**src/common/tdc_pkg.sv**
```systemverilog
package tdc_pkg;
    // Register offsets
    localparam logic [7:0] TDC_A_TARGET = 8'h10;
    localparam logic [7:0] TDC_A_SOURCE = 8'h11;
    localparam logic [7:0] TDC_A_EDGE = 8'h15;
    localparam logic [7:0] TDC_A_ARM = 8'h16;
    localparam logic [7:0] TDC_A_FINE = 8'h17;
    localparam logic [7:0] TDC_A_CDLO = 8'h18;
    localparam logic [7:0] TDC_A_CDHI = 8'h19;
    localparam logic [7:0] TDC_A_STEP = 8'h34;
    localparam logic [7:0] TDC_A_ERRCLR = 8'h61;
    localparam logic [7:0] TDC_A_RES0 = 8'h73;
    localparam logic [7:0] TDC_A_RES1 = 8'h74;
    localparam logic [7:0] TDC_A_RES2 = 8'h75;
    localparam logic [7:0] TDC_A_FRB0 = 8'h84;
    localparam logic [7:0] TDC_A_FRB9 = 8'h8d;
    localparam logic [7:0] TDC_A_BUSY = 8'h8f;
    localparam logic [7:0] TDC_A_ERR = 8'h90;
    localparam logic [7:0] TDC_A_TAP0 = 8'h95;
    localparam logic [7:0] TDC_A_TAP4 = 8'h99;
    localparam logic [7:0] TDC_A_OFS0 = 8'ha0;
    localparam logic [7:0] TDC_A_OFS19 = 8'hb3;
    localparam logic [7:0] TDC_A_COM0 = 8'hb4;
    localparam logic [7:0] TDC_A_COM1 = 8'hb5;
    localparam logic [7:0] TDC_A_COM2 = 8'hb6;
    localparam logic [7:0] TDC_A_ODIV0 = 8'hb8;
    localparam logic [7:0] TDC_A_ODIV1 = 8'hb9;
    // Bit positions
    localparam int TDC_B_MANUAL = 7;
    localparam int TDC_B_ARM = 7;
    localparam int TDC_B_START = 7;
    localparam int TDC_B_ONESHOT = 7;
    localparam int TDC_B_BIGSTEP = 6;
    localparam int TDC_B_ERRCLR = 7;
    localparam int TDC_B_SRCNEG = 7;
    localparam int TDC_B_TGTNEG = 6;
    // Reset values
    localparam logic [7:0] TDC_ARM_RST = 8'h06;
    localparam logic [11:0] TDC_OUTPUT_DIVIDER_VALUE_RST = 12'h001;
    // Sizes and weights
    localparam int TDC_NUM_CH = 10;
    localparam int TDC_AVG_BASE_LOG2 = 6;
    localparam int TDC_OFS_SHIFT = 9;
    localparam int TDC_COARSE_SHIFT = 6;
    localparam logic signed [15:0] TDC_STEP_SMALL = 16'sh0001;
    localparam logic signed [15:0] TDC_STEP_BIG = 16'sh0008;
    localparam logic [2:0] TDC_LOOP_PASSES = 3'h2;
    localparam logic [1:0] TDC_POST_CYCLES = 2'h2;
    // Timing
    localparam int TDC_CLK_PERIOD_NS = 20;
    localparam int TDC_EDGE_TIMEOUT_NS = 10000;
    localparam logic [9:0] TDC_EDGE_TIMEOUT_CYC = 10'(TDC_EDGE_TIMEOUT_NS / TDC_CLK_PERIOD_NS);

    typedef enum logic [2:0] {
        TDC_M_IDLE = 3'b000,
        TDC_M_WAIT_SRC = 3'b001,
        TDC_M_WAIT_TGT = 3'b010,
        TDC_M_POST = 3'b011,
        TDC_M_ADJUST = 3'b100,
        TDC_M_SETTLE = 3'b101
    } tdc_mstate_t;

    typedef struct packed {
        logic [3:0] chan;
        logic [5:0] fine;
        logic [15:0] coarse;
    } tdc_delay_cmd_t;
endpackage

```
**src/rtl/tdc_measure_adjust.sv**
```systemverilog
// Function
// (RQ1) Software waits for loop lock before delay work; measurement alone needs none.
// (RQ2) Samples per measurement are sixty-four times two to the averaging exponent.
// (RQ3) Manual bit must be set for a software-triggered measurement.
// (RQ4) Five-bit fields pick the source and target sync channels.
// (RQ5) Two bits pick falling instead of rising edge for source and target.
// (RQ6) Writing one then zero to the clear bit wipes measurement errors.
// (RQ7) Setting the arm bit starts a measurement with current settings.
// (RQ8) Software clears the arm bit after reading the result.
// (RQ9) Measurement busy holds for the whole sampling period, visible on debug pins.
// (RQ10) Two-bit error field reports errors seen during measurement.
// (RQ11) Postprocess busy rises after measurement ends, falls once results are out.
// (RQ12) 24-bit phase result readable over three bytes, high byte at top.
// (RQ13) Six-bit fine field sets the analog target delay.
// (RQ14) Sixteen-bit coarse delta is added to the existing coarse delay.
// (RQ15) Fine and coarse values reach the shift block through busy-clocked flops; the coarse field also reloads on each step.
// (RQ16) Single_cycle_apply applies all in one cycle, else small or big steps.
// (RQ17) Start bit begins adjustment; delay busy holds until done.
// (RQ18) Per-channel fine delay and low three coarse bits are readable.
// (RQ19) Each channel has a signed 16-bit desired offset.
// (RQ20) Signed 21-bit common offset adds to every channel.
// (RQ21) Result scaled by output divider and two to the ninth before offset.
// (RQ22) Closed loop repeats measurement and adjustment to remove residual error.
// (RQ23) Result registers hold the last completed value until the next one.
`timescale 1ns/10ps
`default_nettype none
module tdc_measure_adjust
import tdc_pkg::*;
(
    input wire logic MCLK,
    input wire logic RST,
    input wire logic [7:0] ADDR,
    input wire logic [7:0] WDATA,
    input wire logic WR,
    input wire logic RD,
    output logic [7:0] RDATA,
    input wire logic [TDC_NUM_CH-1:0] SYNC_CHANNEL_IN,
    input wire logic PLL_LOCKED,
    output logic DEBUG_OUTPUT_A,
    output logic DEBUG_OUTPUT_B,
    output var tdc_delay_cmd_t DELAY_CMD,
    output logic DELAY_STEP
);
    function automatic logic tdc_pick(input logic [TDC_NUM_CH-1:0] v, input logic [4:0] sel);
        tdc_pick = (sel < 5'(TDC_NUM_CH)) ? v[sel[3:0]] : 1'b0;
    endfunction

    function automatic logic tdc_edge(input logic cur, input logic prev, input logic neg);
        tdc_edge = neg ? (prev & ~cur) : (cur & ~prev);
    endfunction

    function automatic logic signed [15:0] tdc_step(input logic signed [15:0] rem, input logic one,
                                                    input logic big);
        logic signed [15:0] unit;
        unit = big ? TDC_STEP_BIG : TDC_STEP_SMALL;
        if (one) begin
            tdc_step = rem;
        end else if (rem > unit) begin
            tdc_step = unit;
        end else if (rem < -unit) begin
            tdc_step = -unit;
        end else begin
            tdc_step = rem;
        end
    endfunction

    // Software registers
    logic [7:0] tgt_r, src_r, edge_r, arm_r, fine_r, cdlo_r, cdhi_r, step_r, errclr_r;
    logic [20:0] com_r;
    logic [11:0] output_divider_value_r;
    // Engine state
    tdc_mstate_t state_r, st_nxt;
    logic [31:0] acc_r, acc_nxt;
    logic [21:0] samp_r, samp_nxt;
    logic [9:0] cnt_r, cnt_nxt;
    logic [1:0] post_r, post_nxt;
    logic [2:0] pass_r, pass_nxt;
    logic loop_r, loop_nxt;
    logic [1:0] err_r, err_set;
    logic [23:0] result_r;
    logic res_load, adj_go;
    logic [TDC_NUM_CH-1:0] sync1_r, sync2_r;
    logic pll1_r, pll2_r, src_prev_r, tgt_prev_r;
    logic [5:0] fine_ch_r [0:TDC_NUM_CH-1];
    logic [15:0] coarse_ch_r [0:TDC_NUM_CH-1];
    logic drun_r;
    logic signed [15:0] rem_r;
    logic [3:0] dchan_r;
    logic [7:0] rd_mux;
    logic [15:0] ofs_word;

    // Address decode
    wire hit_tgt = (ADDR == TDC_A_TARGET);
    wire hit_src = (ADDR == TDC_A_SOURCE);
    wire hit_edge = (ADDR == TDC_A_EDGE);
    wire hit_arm = (ADDR == TDC_A_ARM);
    wire hit_fine = (ADDR == TDC_A_FINE);
    wire hit_ofs = (ADDR >= TDC_A_OFS0) && (ADDR <= TDC_A_OFS19);
    wire hit_frb = (ADDR >= TDC_A_FRB0) && (ADDR <= TDC_A_FRB9);
    wire hit_tap = (ADDR >= TDC_A_TAP0) && (ADDR <= TDC_A_TAP4);
    wire [7:0] ofs_off = ADDR - TDC_A_OFS0;
    wire [7:0] frb_off = ADDR - TDC_A_FRB0;
    wire [7:0] tap_off = ADDR - TDC_A_TAP0;
    wire [3:0] tap_lo = {tap_off[2:0], 1'b0};
    wire [3:0] tap_hi = {tap_off[2:0], 1'b1};

    // Channel selection and edges
    wire [4:0] src_sel = src_r[4:0]; // [RQ4]
    wire [4:0] tgt_sel = tgt_r[4:0]; // [RQ4]
    wire tgt_valid = (tgt_sel < 5'(TDC_NUM_CH));
    wire src_cur = tdc_pick(sync2_r, src_sel);
    wire tgt_cur = tdc_pick(sync2_r, tgt_sel);
    wire src_edge = tdc_edge(src_cur, src_prev_r, edge_r[TDC_B_SRCNEG]); // [RQ5]
    wire tgt_edge = tdc_edge(tgt_cur, tgt_prev_r, edge_r[TDC_B_TGTNEG]); // [RQ5]

    // Start conditions
    wire idle = (state_r == TDC_M_IDLE);
    wire meas_go = WR && hit_arm && WDATA[TDC_B_ARM] && !arm_r[TDC_B_ARM]
                   && src_r[TDC_B_MANUAL] && idle && !drun_r; // [RQ3] [RQ7] [RQ8]
    wire loop_go = WR && hit_tgt && !src_r[TDC_B_MANUAL] && pll2_r && idle && !drun_r
                   && (WDATA[4:0] < 5'(TDC_NUM_CH)); // [RQ1] [RQ22]
    wire adj_wr = WR && hit_fine && WDATA[TDC_B_START] && !fine_r[TDC_B_START] && pll2_r
                  && idle && !drun_r && tgt_valid; // [RQ1] [RQ17]
    wire [21:0] samp_last = (22'h000001 << (TDC_AVG_BASE_LOG2 + int'(arm_r[3:0]))) - 22'h000001; // [RQ2]
    wire meas_running = (state_r == TDC_M_WAIT_SRC) || (state_r == TDC_M_WAIT_TGT); // [RQ9]
    wire post_running = (state_r == TDC_M_POST); // [RQ11]
    wire loop_running = loop_r && !idle;

    // Closed-loop correction: desired minus scaled measurement
    wire signed [47:0] meas_scaled = $signed({24'h000000, result_r} * {36'h000000000, output_divider_value_r})
                                     <<< TDC_OFS_SHIFT; // [RQ21]
    wire signed [47:0] desired = 48'($signed(ofs_word)) + 48'($signed(com_r)); // [RQ19] [RQ20]
    wire signed [47:0] corr_total = desired - meas_scaled;
    wire signed [47:0] corr_shift = corr_total >>> TDC_COARSE_SHIFT;
    wire signed [15:0] corr_coarse = corr_shift[15:0];

    wire signed [15:0] step_amt = tdc_step(rem_r, step_r[TDC_B_ONESHOT], step_r[TDC_B_BIGSTEP]); // [RQ16]
    wire signed [15:0] rem_next = rem_r - step_amt;
    wire do_step = drun_r && tgt_edge;
    wire [15:0] coarse_next = coarse_ch_r[dchan_r] + step_amt;

    tdc_offset_mem u_ofs (
        .clk(MCLK),
        .rst(RST),
        .we(WR && hit_ofs),
        .waddr(ofs_off[4:1]),
        .whigh(ofs_off[0]),
        .wdata(WDATA),
        .raddr(tgt_sel[3:0]),
        .rdata(ofs_word)
    );

    // Pin synchronisers
    always_ff @(posedge MCLK or posedge RST) begin
        if (RST) begin
            sync1_r <= '0;
            sync2_r <= '0;
            pll1_r <= 1'b0;
            pll2_r <= 1'b0;
            src_prev_r <= 1'b0;
            tgt_prev_r <= 1'b0;
        end else begin
            sync1_r <= SYNC_CHANNEL_IN;
            sync2_r <= sync1_r;
            pll1_r <= PLL_LOCKED;
            pll2_r <= pll1_r;
            src_prev_r <= src_cur;
            tgt_prev_r <= tgt_cur;
        end
    end

    // Software register writes
    always_ff @(posedge MCLK or posedge RST) begin
        if (RST) begin
            tgt_r <= 8'h00;
            src_r <= 8'h00;
            edge_r <= 8'h00;
            arm_r <= TDC_ARM_RST;
            fine_r <= 8'h00;
            cdlo_r <= 8'h00;
            cdhi_r <= 8'h00;
            step_r <= 8'h00;
            errclr_r <= 8'h00;
            com_r <= 21'h000000;
            output_divider_value_r <= TDC_OUTPUT_DIVIDER_VALUE_RST;
        end else if (WR) begin
            if (hit_tgt) begin
                tgt_r <= WDATA;
            end else if (hit_src) begin
                src_r <= WDATA;
            end else if (hit_edge) begin
                edge_r <= WDATA;
            end else if (hit_arm) begin
                arm_r <= WDATA;
            end else if (hit_fine) begin
                fine_r <= WDATA;
            end else if (ADDR == TDC_A_CDLO) begin
                cdlo_r <= WDATA;
            end else if (ADDR == TDC_A_CDHI) begin
                cdhi_r <= WDATA;
            end else if (ADDR == TDC_A_STEP) begin
                step_r <= WDATA;
            end else if (ADDR == TDC_A_ERRCLR) begin
                errclr_r <= WDATA;
            end else if (ADDR == TDC_A_COM0) begin
                com_r[7:0] <= WDATA;
            end else if (ADDR == TDC_A_COM1) begin
                com_r[15:8] <= WDATA;
            end else if (ADDR == TDC_A_COM2) begin
                com_r[20:16] <= WDATA[4:0];
            end else if (ADDR == TDC_A_ODIV0) begin
                output_divider_value_r[7:0] <= WDATA;
            end else if (ADDR == TDC_A_ODIV1) begin
                output_divider_value_r[11:8] <= WDATA[3:0];
            end
        end
    end

    // Measurement and closed-loop sequencer
    always_comb begin
        st_nxt = state_r;
        acc_nxt = acc_r;
        samp_nxt = samp_r;
        cnt_nxt = cnt_r;
        post_nxt = post_r;
        pass_nxt = pass_r;
        loop_nxt = loop_r;
        err_set = 2'b00;
        res_load = 1'b0;
        adj_go = 1'b0;
        case (state_r)
            TDC_M_IDLE: begin
                if (meas_go || loop_go) begin
                    st_nxt = TDC_M_WAIT_SRC;
                    acc_nxt = 32'h00000000;
                    samp_nxt = 22'h000000;
                    cnt_nxt = 10'h000;
                    pass_nxt = 3'h0;
                    loop_nxt = loop_go;
                end
            end
            TDC_M_WAIT_SRC: begin
                if (src_edge) begin
                    st_nxt = TDC_M_WAIT_TGT;
                    cnt_nxt = 10'h001; // Edge cycle counts as one
                end else if (cnt_r == TDC_EDGE_TIMEOUT_CYC) begin
                    err_set[0] = 1'b1; // [RQ10]
                    st_nxt = TDC_M_POST;
                end else begin
                    cnt_nxt = cnt_r + 10'h001;
                end
            end
            TDC_M_WAIT_TGT: begin
                if (tgt_edge) begin
                    acc_nxt = acc_r + 32'(cnt_r);
                    samp_nxt = samp_r + 22'h000001;
                    cnt_nxt = 10'h000;
                    st_nxt = (samp_r == samp_last) ? TDC_M_POST : TDC_M_WAIT_SRC; // [RQ2] [RQ9]
                end else if (cnt_r == TDC_EDGE_TIMEOUT_CYC) begin
                    err_set[1] = 1'b1; // [RQ10]
                    st_nxt = TDC_M_POST;
                end else begin
                    cnt_nxt = cnt_r + 10'h001;
                end
            end
            TDC_M_POST: begin
                if (post_r == TDC_POST_CYCLES - 2'h1) begin
                    res_load = (err_r == 2'b00); // [RQ23]
                    post_nxt = 2'h0;
                    st_nxt = (loop_r && err_r == 2'b00) ? TDC_M_ADJUST : TDC_M_IDLE; // [RQ11]
                end else begin
                    post_nxt = post_r + 2'h1;
                end
            end
            TDC_M_ADJUST: begin
                adj_go = 1'b1; // [RQ22]
                st_nxt = TDC_M_SETTLE;
            end
            TDC_M_SETTLE: begin
                if (!drun_r) begin
                    pass_nxt = pass_r + 3'h1;
                    acc_nxt = 32'h00000000;
                    samp_nxt = 22'h000000;
                    cnt_nxt = 10'h000;
                    st_nxt = (pass_r == TDC_LOOP_PASSES - 3'h1) ? TDC_M_IDLE : TDC_M_WAIT_SRC; // [RQ22]
                end
            end
            default: st_nxt = TDC_M_IDLE;
        endcase
    end

    always_ff @(posedge MCLK or posedge RST) begin
        if (RST) begin
            state_r <= TDC_M_IDLE;
            acc_r <= 32'h00000000;
            samp_r <= 22'h000000;
            cnt_r <= 10'h000;
            post_r <= 2'h0;
            pass_r <= 3'h0;
            loop_r <= 1'b0;
            err_r <= 2'b00;
            result_r <= 24'h000000;
        end else begin
            state_r <= st_nxt;
            acc_r <= acc_nxt;
            samp_r <= samp_nxt;
            cnt_r <= cnt_nxt;
            post_r <= post_nxt;
            pass_r <= pass_nxt;
            loop_r <= loop_nxt;
            err_r <= (errclr_r[TDC_B_ERRCLR] ? 2'b00 : err_r) | err_set; // [RQ6] [RQ10]
            if (res_load) begin
                result_r <= 24'(acc_r >> (TDC_AVG_BASE_LOG2 + int'(arm_r[3:0]))); // [RQ12] [RQ23]
            end
        end
    end

    // Delay adjust engine; output flops load as the busy flag rises, and coarse loads again on each step
    always_ff @(posedge MCLK or posedge RST) begin
        if (RST) begin
            drun_r <= 1'b0;
            rem_r <= 16'sh0000;
            dchan_r <= 4'h0;
            DELAY_CMD <= '0;
            DELAY_STEP <= 1'b0;
            for (int i = 0; i < TDC_NUM_CH; i++) begin
                fine_ch_r[i] <= 6'h00;
                coarse_ch_r[i] <= 16'h0000;
            end
        end else begin
            DELAY_STEP <= 1'b0;
            if (adj_wr || adj_go) begin
                drun_r <= 1'b1; // [RQ17]
                dchan_r <= tgt_sel[3:0];
                rem_r <= adj_wr ? $signed({cdhi_r, cdlo_r}) : corr_coarse; // [RQ14] [RQ22]
                if (adj_wr) begin
                    fine_ch_r[tgt_sel[3:0]] <= WDATA[5:0]; // [RQ13] [RQ18]
                end
                DELAY_CMD <= '{chan: tgt_sel[3:0],
                               fine: adj_wr ? WDATA[5:0] : fine_ch_r[tgt_sel[3:0]],
                               coarse: coarse_ch_r[tgt_sel[3:0]]}; // [RQ13] [RQ15]
            end else if (do_step) begin
                coarse_ch_r[dchan_r] <= coarse_next; // [RQ14]
                rem_r <= rem_next;
                DELAY_CMD.coarse <= coarse_next; // [RQ15] [RQ16]
                DELAY_STEP <= 1'b1;
                if (rem_next == 16'sh0000) begin
                    drun_r <= 1'b0; // [RQ17]
                end
            end
        end
    end

    // Register read mux
    always_comb begin
        if (hit_tgt) begin
            rd_mux = tgt_r;
        end else if (hit_src) begin
            rd_mux = src_r;
        end else if (hit_edge) begin
            rd_mux = edge_r;
        end else if (hit_arm) begin
            rd_mux = arm_r;
        end else if (hit_fine) begin
            rd_mux = fine_r;
        end else if (ADDR == TDC_A_CDLO) begin
            rd_mux = cdlo_r;
        end else if (ADDR == TDC_A_CDHI) begin
            rd_mux = cdhi_r;
        end else if (ADDR == TDC_A_STEP) begin
            rd_mux = step_r;
        end else if (ADDR == TDC_A_ERRCLR) begin
            rd_mux = errclr_r;
        end else if (ADDR == TDC_A_RES0) begin
            rd_mux = result_r[7:0]; // [RQ12]
        end else if (ADDR == TDC_A_RES1) begin
            rd_mux = result_r[15:8]; // [RQ12]
        end else if (ADDR == TDC_A_RES2) begin
            rd_mux = result_r[23:16]; // [RQ12]
        end else if (hit_frb) begin
            rd_mux = {2'b00, fine_ch_r[frb_off[3:0]]}; // [RQ18]
        end else if (hit_tap) begin
            rd_mux = {1'b0, coarse_ch_r[tap_hi][2:0], 1'b0, coarse_ch_r[tap_lo][2:0]}; // [RQ18]
        end else if (ADDR == TDC_A_BUSY) begin
            rd_mux = {3'b000, meas_running, drun_r, post_running, 1'b0, loop_running}; // [RQ9] [RQ11] [RQ17]
        end else if (ADDR == TDC_A_ERR) begin
            rd_mux = {5'b00000, err_r, 1'b0}; // [RQ10]
        end else if (ADDR == TDC_A_COM0) begin
            rd_mux = com_r[7:0];
        end else if (ADDR == TDC_A_COM1) begin
            rd_mux = com_r[15:8];
        end else if (ADDR == TDC_A_COM2) begin
            rd_mux = {3'b000, com_r[20:16]};
        end else if (ADDR == TDC_A_ODIV0) begin
            rd_mux = output_divider_value_r[7:0];
        end else if (ADDR == TDC_A_ODIV1) begin
            rd_mux = {4'h0, output_divider_value_r[11:8]};
        end else begin
            rd_mux = 8'h00;
        end
    end

    always_ff @(posedge MCLK or posedge RST) begin
        if (RST) begin
            RDATA <= 8'h00;
            DEBUG_OUTPUT_A <= 1'b0;
            DEBUG_OUTPUT_B <= 1'b0;
        end else begin
            RDATA <= RD ? rd_mux : 8'h00;
            DEBUG_OUTPUT_A <= meas_running; // [RQ9]
            DEBUG_OUTPUT_B <= meas_running; // [RQ9]
        end
    end
endmodule // tdc_measure_adjust
`default_nettype wire

```
**src/rtl/tdc_offset_mem.sv**
```systemverilog
`timescale 1ns/10ps
`default_nettype none
module tdc_offset_mem
import tdc_pkg::*;
(
    input wire logic clk,
    input wire logic rst,
    input wire logic we,
    input wire logic [3:0] waddr,
    input wire logic whigh,
    input wire logic [7:0] wdata,
    input wire logic [3:0] raddr,
    output logic [15:0] rdata
);
    logic [7:0] mem_lo [0:15];
    logic [7:0] mem_hi [0:15];

    always_ff @(posedge clk) begin
        if (we && !whigh) begin
            mem_lo[waddr] <= wdata;
        end
        if (we && whigh) begin
            mem_hi[waddr] <= wdata;
        end
    end

    always_ff @(posedge clk or posedge rst) begin
        if (rst) begin
            rdata <= 16'h0000;
        end else begin
            rdata <= {mem_hi[raddr], mem_lo[raddr]};
        end
    end
endmodule // tdc_offset_mem
`default_nettype wire

```
**config.mk**
```make
export PLATFORM = sky130hd
export DESIGN_NAME = tdc_measure_adjust
export DESIGN_NICKNAME = d
export VERILOG_FILES = /design/src/common/tdc_pkg.sv /design/src/rtl/tdc_measure_adjust.sv /design/src/rtl/tdc_offset_mem.sv
export SDC_FILE = /design/constraint.sdc
export NUM_CORES = 2
export LEC_CHECK = 0
export ABC_AREA = 1
export BUFFER_PORTS_ARGS = -buffer_cell sky130_fd_sc_hd__buf_4
export CAP_MARGIN = 40
export CORE_MARGIN = 1
export CORE_UTILIZATION = 40
export CTS_CLUSTER_DIAMETER = 120
export DETAILED_ROUTE_END_ITERATION = 12
export GPL_TIMING_DRIVEN = 0
export MAX_ROUTING_LAYER = met4
export SYNTH_ARGS = -nofsm -noshare
export SYNTH_HDL_FRONTEND = slang
export SYNTH_HIERARCHICAL = 1
export SYNTH_SLANG_ARGS = --single-unit
```
**constraint.sdc**
```tcl
create_clock -name MCLK -period 29.9 [get_ports MCLK]
set_input_delay 1.495 -clock MCLK [delete_from_list [all_inputs] [get_ports MCLK]]
set_output_delay 1.495 -clock MCLK [all_outputs]
set_load 0.01 [all_outputs]
```
==> results.md <==
* Critical path's most frequent cell: fa_1
* Top cell type's share of synthesized area at 0.2891
* Buf/Inv on CP at 5
* Post_cts resized at 0
* Setup tns final at 0 ns
* Total gr overflow at 0
* Core Area at roughly 110000 um^2
* Hold_ws at approximately 0.35 ns
* Fin. Hold Viols at 0
* PD cells at 82.51 nW/um^2
* Post-Route WL at 161400 um
* Worst hold path type: reg2reg
* Die width at about 340 um
* Post-synthesis xor/xnor area fraction at 0.02157
* Die Ht at roughly 340 um
* Clock Sink Count at 773
* Mux cell area share after synthesis at 0.003600
* CP max stage delay at approximately 0.56 ns
* Simple-Gate Fraction of Synth Area at 0.2050
* Effective utilization at floorplan at 0.4059
* Avg Cell Area, Syn at 8.069 um^2
* Area share of fa/ha/maj cells after synthesis at 0.06199
* Commonest cells post-synth: 1455 x nand2_1, 800 x inv_1, 549 x o21ai_0
* Worst-Skew Late Latency at about 0.72 ns
* Initial antenna violation count at 8
* Post-synth EDFFs at 256
* Ys async rst share at 0.6688
* Most common flop cell mapped by yosys: dfrtp_1
* Sequential fraction of the synthesis area at 0.4637
* CTS Buf Count at just under 90
* Vias at ~40000
* First-pass GRT wire length at ~240000 um
* Kind of critical path: reg2reg
* Die area at 112600 um^2
* H-tree Lvls at 3
* Placer Congestion at about 1.0
* Req. time, crit path at 30.46 ns
* Initial DRC count at about 4100
* Synth Area in Compound Gates at 0.1498
* I/O pin cnt at 68
* Status: complete, no violations
* Largest net degree at the start of global routing at between 100 and 150
* F_max at between 0.1 and 0.15 GHz
* Placed inst area at 47140 um^2
* Most frequent cell after synthesis: nand2_1
* Slew HR at 0.3316
* RSZ-0062 raised after global routing: false
* Slew Limit Fails at 0
* CP max stage cell: fa_1
* Cts hold-fix bufs at 0
* DRC Markers at 0
* Kind of start point of the critical path: flip-flop
* CTS tree: done
* Syn_nets at ~5700
* Largest family of logic cells by synthesized area: simple AND/OR/NAND/NOR gates
* Post-Syn Area at 44490 um^2
* Rows at between 100 and 150
* Vias in the first global route at ~38000
* Yosys warnings at 6
* Area leader, netlist: dfrtp_1
* Post-DR wirelength/cell at approximately 22 um
* Final critical-path required period at roughly 7.0 ns
* FF+latch count, synth at around 770
* DR vias/cell at about 5.5
* Area Growth Syn to Fin at 12.94%
* Nets@finish at ~6000
* Fraction of layout cells with a size suffix above 1 at 0.06528
* Synth top area cells: dfrtp_1 29%, edfxtp_1 17%, nand2_1 12%
* GRT Overall Usage at 0.2941
* CP top delay family: adder cells
* CTS max path bufs at 3
* Root Driver: clkbuf_16
* Final antenna-violating net count at 0
* Final Instance Area at 50240 um^2
* IO Port Bufs at 67
* # setup viols final at 0
* Measured slew at the worst slew-check pin at between 0.9 and 1 ns
* Postcts setup bufs at 0
* FILL cells at roughly 11000
* Crit path arrival time at 7.58 ns
* Layout Skew at 0.07654 ns
* Maximum vdd drop at about 0.095 mV
* Clock transition at the registers of the reported paths at approximately 0.06 ns
* CP endpoint kind: flip-flop
* Unique cell type count in the Yosys netlist at 67
* LEAKAGE at 0.02294 uW
* Cells after Synth at 5513
* Dpl hpwl at 119400 um
* Final cycle utilization of the critical path at 0.2346
* Max Cap Violations at 0
* DRT Pass-1 Iters at 6
* Critical path fanouts, max at 10
==> flip-flops by register name, indices dropped and copies added, names as in the netlist, 10 cells and up <==
| name | count |
|---|---|
| samp_r | 22 |
| output_divider_value_r | 12 |
| u_ofs/rdata | 16 |
| coarse_ch_r | 160 |
| cnt_r | 10 |
| fine_ch_r | 60 |
| com_r | 21 |
| rem_r | 16 |
| u_ofs/mem_lo | 128 |
| sync1_r | 10 |
| result_r | 24 |
| u_ofs/mem_hi | 128 |
| acc_r | 32 |
| DELAY_CMD | 22 |
| sync2_r | 10 |
==> layer usage <==
metal / share of wire / wire length (um) / GRT usage / vias up
li1: - / - / - / 18570
met1: 0.42 / 67980 / 0.3823 / 19340
met2: 0.45 / 72290 / 0.4459 / 1772
met3: 0.084 / 13520 / 0.05740 / 382
met4: 0.047 / 7647 / 0.1270 / 0
met5: 0 / 0 / - / -
==> layout make-up <==
type	instances	area, um^2	area share
Inverter	820	3085	0.06141
Antenna cell	5	12.51	0.0002490
Timing Repair Buffer	96	802.0	0.01596
Tap cell	1476	1847	0.03676
Buffer	248	1119	0.02226
Sequential cell	773	20630	0.4106
Clock buffer	122	2514	0.05003
Multi-Input combinational cell	3672	19660	0.3913
Clock inverter	44	574.3	0.01143
==> worst register-to-register path, stage by stage, from the launching register on <==
cell      delay (ns)
dfrtp_1         0.48
clkbuf_1        0.50
nand2_1         0.12
inv_1           0.10
fa_1            0.42
ha_1            0.23
fa_1            0.53
inv_1           0.05
fa_1            0.46
fa_1            0.56
inv_1           0.04
ha_1            0.33
nand2_1         0.06
o21ai_0         0.40
a21oi_1         0.11
o21ai_0         0.21
xnor2_1         0.16
fa_1            0.44
ha_1            0.33
inv_1           0.08
nor3_1          0.23
and2_1          0.19
nand3_1         0.08
nand3_1         0.15
a21oi_1         0.08
o21ai_0         0.20
o211ai_1        0.19
o211ai_1        0.15
==> path summary, 6_finish.rpt <==
kind | start | cells past startpoint | end | slack, ns
worst min register to register | sync1_r[7]$_DFF_PP0_ | 0 | sync2_r[7]$_DFF_PP0_ | 0.35
min in group asynchronous | RST | 2 | RDATA[0]$_DFF_PP0_ | 0.92
worst max-delay path | result_r[2]$_DFFE_PP0P_ | 27 | rem_r[14]$_DFFE_PP0P_ | 22.89
worst min-delay path | sync1_r[7]$_DFF_PP0_ | 0 | sync2_r[7]$_DFF_PP0_ | 0.35
max in group asynchronous | RST | 5 | DELAY_STEP$_DFF_PP0_ | 26.87
worst max register to register | result_r[2]$_DFFE_PP0P_ | 27 | rem_r[14]$_DFFE_PP0P_ | 22.89
==> where the power goes <==
part	leakage [uW]	total (uW)	switching, uW	internal, uW
Combinational	0.0126	1670	1190	485
Sequential	0.00879	1330	112	1210
Clock	0.00151	1150	484	665
Total	0.0229	4150	1780	2360
==> stage by stage <==
step / utilization / cells / total power (uW) / setup slack (ns)
floorplan: - / 5513 / 2316 / 14.42
global placement: 0.4273 / 7056 / 2913 / 7.668
detailed placement: 0.4301 / 7085 / 2967 / 22.90
CTS: 0.4583 / 7251 / 4124 / 22.83
global route: 0.4584 / 7255 / 4343 / 22.50
finish: 0.4584 / 7256 / 4146 / 22.89
==> cells by family (layout without fill, tap and decap cells) <==
kind of cell | after synthesis | after routing
and+or+nand+nor | 2213 | 2213
xor gates and xnor gates | 108 | 108
AOI/OAI and AO/OA | 1153 | 1153
other | 0 | 5
adders and majority gates | 182 | 182
DFF | 773 | 773
muxes | 16 | 16
buffers and inverters | 1068 | 1330
==> layout by cell type (no fill, tap or decap), drive strengths merged, types with 12 or more instances in the layout <==
cell type	n
a21oi	203
a221oi	12
a22oi	66
buf	184
clkbuf	281
clkinv	37
dfrtp	514
edfxtp	256
fa	64
ha	118
inv	816
mux2i	16
nand2	1458
nand3	348
nand4	32
nor2	279
nor3	60
nor4	17
o2111ai	18
o211ai	45
o21a	16
o21ai	605
o221ai	21
o22ai	77
o31ai	21
or2	12
xnor2	33
xor2	74
Power figures use the tool's default switching activity.
